<file path="src/rtl/doag_pkg.sv">
/*
 Constants, types and encodings for the data operand address generator.
 Assumes one core clock domain; shared by the generator and the bench.
*/
// Contract
// - Bank registers R0-R7, WR0-WR6, DR0, DR4 follow the status-word bank select.
// - Every bank is also reachable as memory bytes 00H-1FH.
// - Legacy direct below 80H is RAM, 80H up is SFR, bytes only.
// - Extended direct8 reaches RAM as byte or word, SFR as byte only.
// - Direct16 reaches bytes or words anywhere in region 00:.
// - Byte-pointer indirect reaches 256 RAM bytes or lowest 256 external bytes.
// - Data pointer, optionally plus accumulator, addresses 64K of external memory.
// - Code move forms accumulator plus pointer or counter in region FF:.
// - Two-bit immediate means step 1, 2 or 4, increment/decrement only.
// - Extended byte ops take 8-bit immediates, word ops 16-bit.
// - Dword immediate: low word data, upper word all zeros or ones.
// - Dword move: write upper word keeping low, or low word extended.
// - 24-bit dword indirect spans 16M; register upper byte must be zero.
// - 16-bit displacement adds signed offset to word base, wraps in 00:.
// - 24-bit displacement adds signed offset to dword base, upper byte zero.
// - Legacy external accesses use region byte, reset value 01H.
// - Writing pointer dword or region SFR changes later legacy region.
// - Implemented SFRs lie only within S:080H-S:0FFH.
// - Extended register mode: R0-R15, even WR to 30, DR0-28 step 4, 56, 60.
// - Legacy register mode addresses only banked R0-R7.
// - Legacy instructions accept only 8-bit immediates.
// - Word and dword memory operands need no alignment.
// - 16-bit displacement keeps only low 16 bits of the sum.
package doag_pkg;

    localparam int ADDR_W = 24;
    localparam logic [7:0] REGION_RESET = 8'h01;
    localparam logic [7:0] REGION_LOW = 8'h00;
    localparam logic [7:0] REGION_CODE = 8'hff;
    localparam logic [7:0] SFR_BASE = 8'h80;
    localparam logic [8:0] SFR_IMPL_LO = 9'h080;
    localparam logic [8:0] SFR_IMPL_HI = 9'h0ff;
    localparam logic [8:0] SFR_REGION_ADDR = 9'h0a1;
    localparam logic [5:0] DR_PTR_EXT = 6'h38;
    localparam logic [5:0] DR_TOP = 6'h3c;
    localparam logic [5:0] DR_LOW_MAX = 6'h1c;
    localparam logic [4:0] WR_MAX = 5'h1e;
    localparam logic [3:0] RB_MAX = 4'hf;
    localparam logic [2:0] RB_LEGACY_MAX = 3'h7;
    localparam logic [4:0] BANKED_LIMIT = 5'h08;
    localparam int BANK_SHIFT = 3;
    localparam int REGION_LSB = 16;

    typedef enum logic [3:0] {
        DOAG_MODE_REG = 4'h0, DOAG_MODE_IMM2 = 4'h1, DOAG_MODE_IMM8 = 4'h2,
        DOAG_MODE_IMM16 = 4'h3, DOAG_MODE_IMM32 = 4'h4, DOAG_MODE_DIRECT_ADDR8 = 4'h5,
        DOAG_MODE_DIRECT_ADDR16 = 4'h6, DOAG_MODE_IND_RI = 4'h7, DOAG_MODE_IND_DP = 4'h8,
        DOAG_MODE_IND_ADP = 4'h9, DOAG_MODE_IND_APC = 4'ha, DOAG_MODE_IND16 = 4'hb,
        DOAG_MODE_IND24 = 4'hc, DOAG_MODE_SIGNED_OFFSET_SHORT = 4'hd, DOAG_MODE_SIGNED_OFFSET_LONG = 4'he
    } doag_mode_e;

    typedef enum logic [2:0] {
        DOAG_SP_NONE = 3'h0, DOAG_SP_REG = 3'h1, DOAG_SP_RAM = 3'h2,
        DOAG_SP_SFR = 3'h3, DOAG_SP_CODE = 3'h4, DOAG_SP_EXT = 3'h5,
        DOAG_SP_IMM = 3'h6
    } doag_space_e;

    typedef enum logic [1:0] {
        DOAG_SZ_BYTE = 2'h0, DOAG_SZ_WORD = 2'h1, DOAG_SZ_DWORD = 2'h2
    } doag_size_e;

    // how a 16-bit immediate is widened to a dword
    typedef enum logic [1:0] {
        DOAG_EXT_ZERO = 2'h0, DOAG_EXT_ONES = 2'h1, DOAG_EXT_SIGN = 2'h2,
        DOAG_EXT_HIGH = 2'h3
    } doag_ext_e;

    typedef struct packed {
        doag_mode_e mode;
        logic legacy;
        doag_size_e size;
        logic ext_move;
        logic code_move;
        logic incdec;
        doag_ext_e ext;
        logic [5:0] reg_idx;
        logic [15:0] field;
        logic [31:0] base;
        logic [7:0] acc;
        logic [15:0] data_pointer16;
        logic [15:0] pc;
    } doag_req_s;

    typedef struct packed {
        doag_space_e space;
        logic [ADDR_W-1:0] addr;
        logic [31:0] imm;
        logic [31:0] imm_mask;
        logic fault;
    } doag_rsp_s;

    typedef struct packed {
        logic dword_we;
        logic [31:0] dword_data;
        logic sfr_we;
        logic [7:0] sfr_data;
    } doag_region_wr_s;

endpackage

</file>
<file path="src/rtl/doag_top.sv">
/*
 Data operand address generator: turns one decoded addressing request
 into a target space plus 24-bit effective address, or an immediate.
 Assumes the decoder presents requests on CORE_CLK with a valid strobe,
 and the core supplies the bank select, base register and pointers.
*/
`timescale 1ns/10ps
module doag_top
    import doag_pkg::*;
(
    // clock and reset
    input wire logic CORE_CLK,
    input wire logic RESETN,
    // request
    input wire logic REQ_VALID,
    input wire doag_req_s REQ,
    input wire logic [1:0] BANK_SEL,
    // region writes from the core
    input wire doag_region_wr_s REGION_WR,
    // answer
    output doag_rsp_s RSP,
    output logic RSP_VALID,
    output logic [7:0] REGION_BYTE
);

    doag_rsp_s rsp_d;
    doag_rsp_s rsp_q;
    logic rsp_valid_q;
    logic [7:0] region_q;

    // register file byte address of a register operand
    function automatic logic [ADDR_W-1:0] reg_addr(input logic [5:0] idx,
                                                   input logic [1:0] bank);
        logic [ADDR_W-1:0] a;
        a = {{(ADDR_W-6){1'b0}}, idx};
        if (idx < 6'(BANKED_LIMIT)) begin
            // banked part sits in the low 32 bytes, visible as memory
            a = {{(ADDR_W-5){1'b0}}, bank, idx[2:0]};
        end
        return a;
    endfunction

    // legal register index for the operand size
    function automatic logic reg_ok(input logic [5:0] idx, input doag_size_e sz,
                                    input logic legacy);
        logic ok;
        ok = 1'b0;
        if (legacy) begin
            ok = (sz == DOAG_SZ_BYTE) && (idx <= 6'(RB_LEGACY_MAX));
        end else begin
            case (sz)
                DOAG_SZ_BYTE: ok = idx <= 6'(RB_MAX);
                DOAG_SZ_WORD: ok = !idx[0] && idx <= 6'(WR_MAX);
                DOAG_SZ_DWORD: ok = idx[1:0] == 2'b00 &&
                    (idx <= DR_LOW_MAX || idx == DR_PTR_EXT || idx == DR_TOP);
                default: ok = 1'b0;
            endcase
        end
        return ok;
    endfunction

    // external-data region, reset value 01H
    always_ff @(posedge CORE_CLK or negedge RESETN) begin
        if (!RESETN) begin
            region_q <= REGION_RESET;
        end else if (REGION_WR.dword_we) begin
            region_q <= REGION_WR.dword_data[REGION_LSB +: 8];
        end else if (REGION_WR.sfr_we) begin
            region_q <= REGION_WR.sfr_data;
        end
    end

    always_comb begin
        logic [15:0] sum16;
        logic [ADDR_W-1:0] sum24;
        logic [15:0] off;
        sum16 = '0;
        sum24 = '0;
        off = REQ.field;
        rsp_d = '0;
        rsp_d.space = DOAG_SP_NONE;
        case (REQ.mode)
            DOAG_MODE_REG: begin
                rsp_d.space = DOAG_SP_REG;
                rsp_d.addr = reg_addr(REQ.reg_idx, BANK_SEL);
                rsp_d.fault = !reg_ok(REQ.reg_idx, REQ.size, REQ.legacy);
            end
            DOAG_MODE_IMM2: begin
                rsp_d.space = DOAG_SP_IMM;
                case (REQ.field[1:0])
                    2'h0: rsp_d.imm = 32'h0000_0001;
                    2'h1: rsp_d.imm = 32'h0000_0002;
                    2'h2: rsp_d.imm = 32'h0000_0004;
                    default: rsp_d.fault = 1'b1;
                endcase
                rsp_d.imm_mask = 32'hffff_ffff;
                if (!REQ.incdec || REQ.legacy) begin
                    rsp_d.fault = 1'b1;
                end
            end
            DOAG_MODE_IMM8: begin
                rsp_d.space = DOAG_SP_IMM;
                rsp_d.imm = {24'h00_0000, REQ.field[7:0]};
                rsp_d.imm_mask = 32'h0000_00ff;
                rsp_d.fault = REQ.size != DOAG_SZ_BYTE;
            end
            DOAG_MODE_IMM16: begin
                rsp_d.space = DOAG_SP_IMM;
                rsp_d.imm = {16'h0000, REQ.field};
                rsp_d.imm_mask = 32'h0000_ffff;
                rsp_d.fault = REQ.legacy || REQ.size != DOAG_SZ_WORD;
            end
            DOAG_MODE_IMM32: begin
                rsp_d.space = DOAG_SP_IMM;
                rsp_d.imm_mask = 32'hffff_ffff;
                case (REQ.ext)
                    DOAG_EXT_ZERO: rsp_d.imm = {16'h0000, REQ.field};
                    DOAG_EXT_ONES: rsp_d.imm = {16'hffff, REQ.field};
                    DOAG_EXT_SIGN: rsp_d.imm = {{16{REQ.field[15]}}, REQ.field};
                    DOAG_EXT_HIGH: begin
                        // low word kept: the write mask covers the upper half only
                        rsp_d.imm = {REQ.field, 16'h0000};
                        rsp_d.imm_mask = 32'hffff_0000;
                    end
                    default: rsp_d.fault = 1'b1;
                endcase
                if (REQ.legacy || REQ.size != DOAG_SZ_DWORD) begin
                    rsp_d.fault = 1'b1;
                end
            end
            DOAG_MODE_DIRECT_ADDR8: begin
                rsp_d.addr = {REGION_LOW, 8'h00, REQ.field[7:0]};
                if (REQ.field[7:0] < SFR_BASE) begin
                    rsp_d.space = DOAG_SP_RAM;
                    rsp_d.fault = REQ.legacy ? (REQ.size != DOAG_SZ_BYTE)
                                             : (REQ.size == DOAG_SZ_DWORD);
                end else begin
                    rsp_d.space = DOAG_SP_SFR;
                    rsp_d.fault = REQ.size != DOAG_SZ_BYTE ||
                        ({1'b0, REQ.field[7:0]} > SFR_IMPL_HI) ||
                        ({1'b0, REQ.field[7:0]} < SFR_IMPL_LO);
                end
            end
            DOAG_MODE_DIRECT_ADDR16: begin
                rsp_d.space = DOAG_SP_RAM;
                rsp_d.addr = {REGION_LOW, REQ.field};
                rsp_d.fault = REQ.legacy || REQ.size == DOAG_SZ_DWORD;
            end
            DOAG_MODE_IND_RI: begin
                if (REQ.ext_move) begin
                    rsp_d.space = DOAG_SP_EXT;
                    rsp_d.addr = {region_q, 8'h00, REQ.base[7:0]};
                end else begin
                    rsp_d.space = DOAG_SP_RAM;
                    rsp_d.addr = {REGION_LOW, 8'h00, REQ.base[7:0]};
                end
                rsp_d.fault = REQ.reg_idx > 6'h01;
            end
            DOAG_MODE_IND_DP, DOAG_MODE_IND_ADP: begin
                sum16 = REQ.data_pointer16;
                if (REQ.mode == DOAG_MODE_IND_ADP) begin
                    sum16 = 16'(REQ.data_pointer16 + {8'h00, REQ.acc});
                end
                if (REQ.code_move && REQ.mode == DOAG_MODE_IND_ADP) begin
                    rsp_d.space = DOAG_SP_CODE;
                    rsp_d.addr = {REGION_CODE, sum16};
                end else begin
                    rsp_d.space = DOAG_SP_EXT;
                    rsp_d.addr = {region_q, sum16};
                    rsp_d.fault = !REQ.ext_move;
                end
            end
            DOAG_MODE_IND_APC: begin
                rsp_d.space = DOAG_SP_CODE;
                rsp_d.addr = {REGION_CODE, 16'(REQ.pc + {8'h00, REQ.acc})};
                rsp_d.fault = !REQ.code_move;
            end
            DOAG_MODE_IND16: begin
                rsp_d.space = DOAG_SP_RAM;
                rsp_d.addr = {REGION_LOW, REQ.base[15:0]};
            end
            DOAG_MODE_IND24: begin
                rsp_d.space = DOAG_SP_RAM;
                rsp_d.addr = REQ.base[ADDR_W-1:0];
                rsp_d.fault = REQ.base[31:ADDR_W] != 8'h00;
            end
            DOAG_MODE_SIGNED_OFFSET_SHORT: begin
                // carry or borrow out of bit 15 is dropped on purpose
                sum16 = 16'(REQ.base[15:0] + off);
                rsp_d.space = DOAG_SP_RAM;
                rsp_d.addr = {REGION_LOW, sum16};
            end
            DOAG_MODE_SIGNED_OFFSET_LONG: begin
                sum24 = ADDR_W'(REQ.base[ADDR_W-1:0] + {{8{off[15]}}, off});
                rsp_d.space = DOAG_SP_RAM;
                rsp_d.addr = sum24;
                rsp_d.fault = REQ.base[31:ADDR_W] != 8'h00;
            end
            default: begin
                rsp_d.fault = 1'b1;
            end
        endcase
        if (rsp_d.space == DOAG_SP_RAM && rsp_d.addr < ADDR_W'(32)) begin
            // low 32 bytes of memory alias the register banks
            rsp_d.space = DOAG_SP_REG;
        end
    end

    // one registered answer per valid request
    always_ff @(posedge CORE_CLK or negedge RESETN) begin
        if (!RESETN) begin
            rsp_q <= '0;
            rsp_valid_q <= 1'b0;
        end else begin
            rsp_valid_q <= REQ_VALID;
            if (REQ_VALID) begin
                rsp_q <= rsp_d;
            end
        end
    end

    assign RSP = rsp_q;
    assign RSP_VALID = rsp_valid_q;
    assign REGION_BYTE = region_q;

endmodule

</file>
<file path="config.mk">
export PLATFORM = sky130hd
export DESIGN_NAME = doag_top
export DESIGN_NICKNAME = d
export VERILOG_FILES = /design/src/rtl/doag_pkg.sv /design/src/rtl/doag_top.sv
export SDC_FILE = /design/constraint.sdc
export NUM_CORES = 1
export LEC_CHECK = 0
export ABC_AREA = 1
export BUFFER_PORTS_ARGS = -buffer_cell sky130_fd_sc_hd__buf_4
export CAP_MARGIN = 20
export CELL_PAD_IN_SITES_DETAIL_PLACEMENT = 1
export CELL_PAD_IN_SITES_GLOBAL_PLACEMENT = 2
export CORE_ASPECT_RATIO = 0.75
export CORE_MARGIN = 2
export CORE_UTILIZATION = 24
export CTS_BUF_LIST = sky130_fd_sc_hd__clkbuf_2 sky130_fd_sc_hd__clkbuf_4 sky130_fd_sc_hd__clkbuf_8
export DETAILED_ROUTE_END_ITERATION = 7
export PLACE_DENSITY = 0.81
export SLEW_MARGIN = 20
export SYNTH_ARGS = -nofsm -noshare
export SYNTH_HDL_FRONTEND = slang
export SYNTH_SLANG_ARGS = --single-unit
</file>
<file path="constraint.sdc">
create_clock -name CORE_CLK -period 1.3 [get_ports CORE_CLK]
set_input_delay 0.26 -clock CORE_CLK [delete_from_list [all_inputs] [get_ports CORE_CLK]]
set_output_delay 0.26 -clock CORE_CLK [all_outputs]
set_load 0.005 [all_outputs]
</file>
==> impl_metrics.yaml <==
synth:
  synth-adder-area-share_pct: 7.55
  synth_cell_types: 47
  synth_compound_area_share_pct: 12.2
  syn_nets: 1396
  synthFlopType: "dfrtp_1"
  synth_edf_count: 0
  synth_cells: 1201
  synth-xor-area-share_pct: 0.724
  synth_area_um2: 7260
  yosysSeqAreaShare_pct: 24.8
  ys_ff_latch: 72
  avgSynthCellArea_um2: 6.04
  async_flop_share_pct: 100
  synth_top_family_by_area: "simple AND/OR/NAND/NOR gates"
  synth_simple_gate_area_share_pct: 41.6
  yosysWarnings: 0
  synth.area.mux_share_pct: 0.138
sta:
  worstMarginPinSlew_ns: 0.436
  period_share_pct: 167
  whs_ns: 0.0839
  setup_viol: 47
  max_clock_freq_mhz: 461
  rsz0062_at_grt: "yes"
  clock_skew_ns: 0.00908
  maxSlewHeadroom_pct: 70.9
  slew_viol_final: 0
  setup_slack_ns: -0.869
  fin_crit_ns: 2.17
  fin_setup_tns_ns: -10.77
  hold_viol_final: 0
worst_setup_path:
  cp_max_fo: 4
  cp_data_arrival_time_ns: 2.43
  critPathLaunchType: "input pin"
  crit_path_end_kind: "flip-flop"
  worst-setup-path-type: "input pin to flip-flop"
  r2r_cells: 8
  rrSetupSlack_ns: -0.39
  required_ns: 1.56
cts:
  path_clk_slew_ns: 0.08
  cts_tree: "done"
  cts_root_buffer: "clkbuf_8"
  cts_sinks: 72
  htreeDepth: 3
  clk_path_buf_depth: 2
  clk_latency_ns: 0.36
  numCtsBuffers: 9
floorplanning:
  die_h_um: 155
  io_pins: 254
  core_area_um2: 29900
  die-area_um2: 31700
  start_util_pct: 24.2
  rows: 55
  die_w_um: 205
finish:
  final_common_cell: "buf_4"
  drive_above_1_share_pct: 53.6
  fin_nets: 1887
  fin_cells: 2095
  diodes: 0
  fin_util_pct: 48.0
  mostFrequentLayoutCells: "385 x buf_4, 327 x nand2_1, 137 x inv_1"
  area.growth.synth_to_final_pct: 98.1
power:
  p_leak_nw: 7.33
  p_total_mw: 9.60
  vdd.ir_drop.worst_v: 0.000362
  powerDensity_nw_per_um2: 667
drt:
  firstDrtPassIters: 5
  wire_per_inst_um: 19.9
  wl_mm: 41.6
  vias: 10100
  drc: 0
  drtIter0Drc: 404
  ant_nets: 0
  via_per_inst: 4.84
place:
  gp_congestion: 0.947
  hpwl_mm: 33.6
  numPlacedInstances: 2036
  io_buffers: 229
grt:
  grt_pass1_vias: 10500
  grt_antenna_before_repair: 0
  grt_first_pass_wirelength_mm: 60.9
  grt_max_degree: 39
  grt_usage_pct: 25.4
  grt_overflow_total: 0
status:
  outcome: "complete, but fails checks"
  violations: "negative setup slack"
job:
  maxCapViolCount: 0
worst_hold_path:
  hold_depth: 1
  hp-class: "input pin to flip-flop"
[what timing repair did]
action                                 in CTS  in global routing
pin swaps                                  77                137
cloned                                      1                  1
endpoints found under the hold margin      22                  0
hold buffers                                1                  0
gates resized for setup                   256                259
buffers inserted                           26                 32
setup endpoints to repair                  82                 73
[state kept, by name, summed over array words and instances, names as in the netlist]
name	count
RSP	63
RSP_VALID	1
REGION_BYTE	8
[synthesized netlist by cell type, types with 4 or more instances]
| cell type | count | area [um^2] |
|---|---|---|
| nor2_2 | 5 | 31.3 |
| buf_4 | 32 | 240 |
| nand2_2 | 4 | 25.0 |
| inv_1 | 162 | 608 |
| xor2_1 | 4 | 35.0 |
| nand2_1 | 446 | 1670 |
| o21ai_0 | 50 | 250 |
| a21oi_1 | 49 | 245 |
| clkbuf_1 | 16 | 60.1 |
| nand4_1 | 17 | 106 |
| ha_1 | 39 | 488 |
| nand3_1 | 110 | 551 |
| nor3_1 | 9 | 45.0 |
| nor2_1 | 96 | 360 |
| o2111ai_1 | 4 | 35.0 |
| a32o_1 | 6 | 60.1 |
| a22oi_1 | 10 | 75.1 |
| dfrtp_1 | 71 | 1780 |
| nand3b_1 | 16 | 120 |
| a221oi_1 | 10 | 87.6 |
[layer usage]
| layer | up-vias | wire length (um) | GRT usage [%] | share of wire [%] |
|---|---|---|---|---|
| met1 | 4936 | 19400 | 35.0 | 46 |
| met3 | 58 | 2910 | 6.05 | 7.0 |
| met5 | - | 0 | 0 | 0 |
| li1 | 4863 | - | - | - |
| met4 | 0 | 1050 | 7.18 | 2.5 |
| met2 | 289 | 18300 | 39.2 | 44 |
[per-stage QoR]
| stage | worst slack, ns | cell area (um^2) |
|---|---|---|
| after global placement | -1.24 | 12000 |
| after CTS | -0.736 | 13300 |
| after global routing | -0.944 | 14400 |
| final | -0.869 | 14400 |
| after detailed placement | -1.33 | 12000 |
| after floorplan | -0.699 | 8030 |
[cell type report]
type	instances	area, um^2
Multi-Input combinational cell	912	6510
Inverter	167	649
Tap cell	399	499
Clock inverter	6	37.5
Fill cell	3714	15600
Timing Repair Buffer	530	4750
Clock buffer	9	124
Sequential cell	72	1810
[critical path, cell delays in order]
cell and delay, ns:
buf_8 0.08, ha_4 0.14, inv_2 0.03, fa_2 0.34, nand3b_1 0.19, nand2_2 0.10, nand2_2 0.06, nand2_4 0.08
nand3_2 0.07, nand2_2 0.08, nand4_1 0.23, nor3_2 0.21, nand2_1 0.08, nor2_1 0.12, nand4_1 0.17, nand2_1 0.11
nand2_1 0.05
[where the power goes]
| group | internal [mW] | total [mW] | switching, mW | leakage [nW] |
|---|---|---|---|---|
| Sequential | 2.42 | 2.55 | 0.133 | 0.945 |
| Combinational | 2.69 | 5.46 | 2.77 | 6.29 |
| Clock | 0.674 | 1.58 | 0.906 | 0.0886 |
[worst paths after layout]
| check | start | end |
|---|---|---|
| hold / removal | REQ_VALID | RSP_VALID |
| hold reg to reg | RSP[69] | RSP[69] |
| max in group asynchronous | RESETN | RSP[79] |
| setup / recovery | REQ[32] | RSP[90] |
| setup reg to reg | REGION_BYTE[1] | RSP[90] |
| min in group asynchronous | RESETN | RSP[16] |
[kinds of logic after synthesis]
family,Yosys count
AOI/OAI and AO/OA,147
xor gates and xnor gates,6
adders and majority gates,42
buffers and inverters,217
DFF,72
muxes,1
and+or+nand+nor,716
Power figures use the tool's default switching activity.
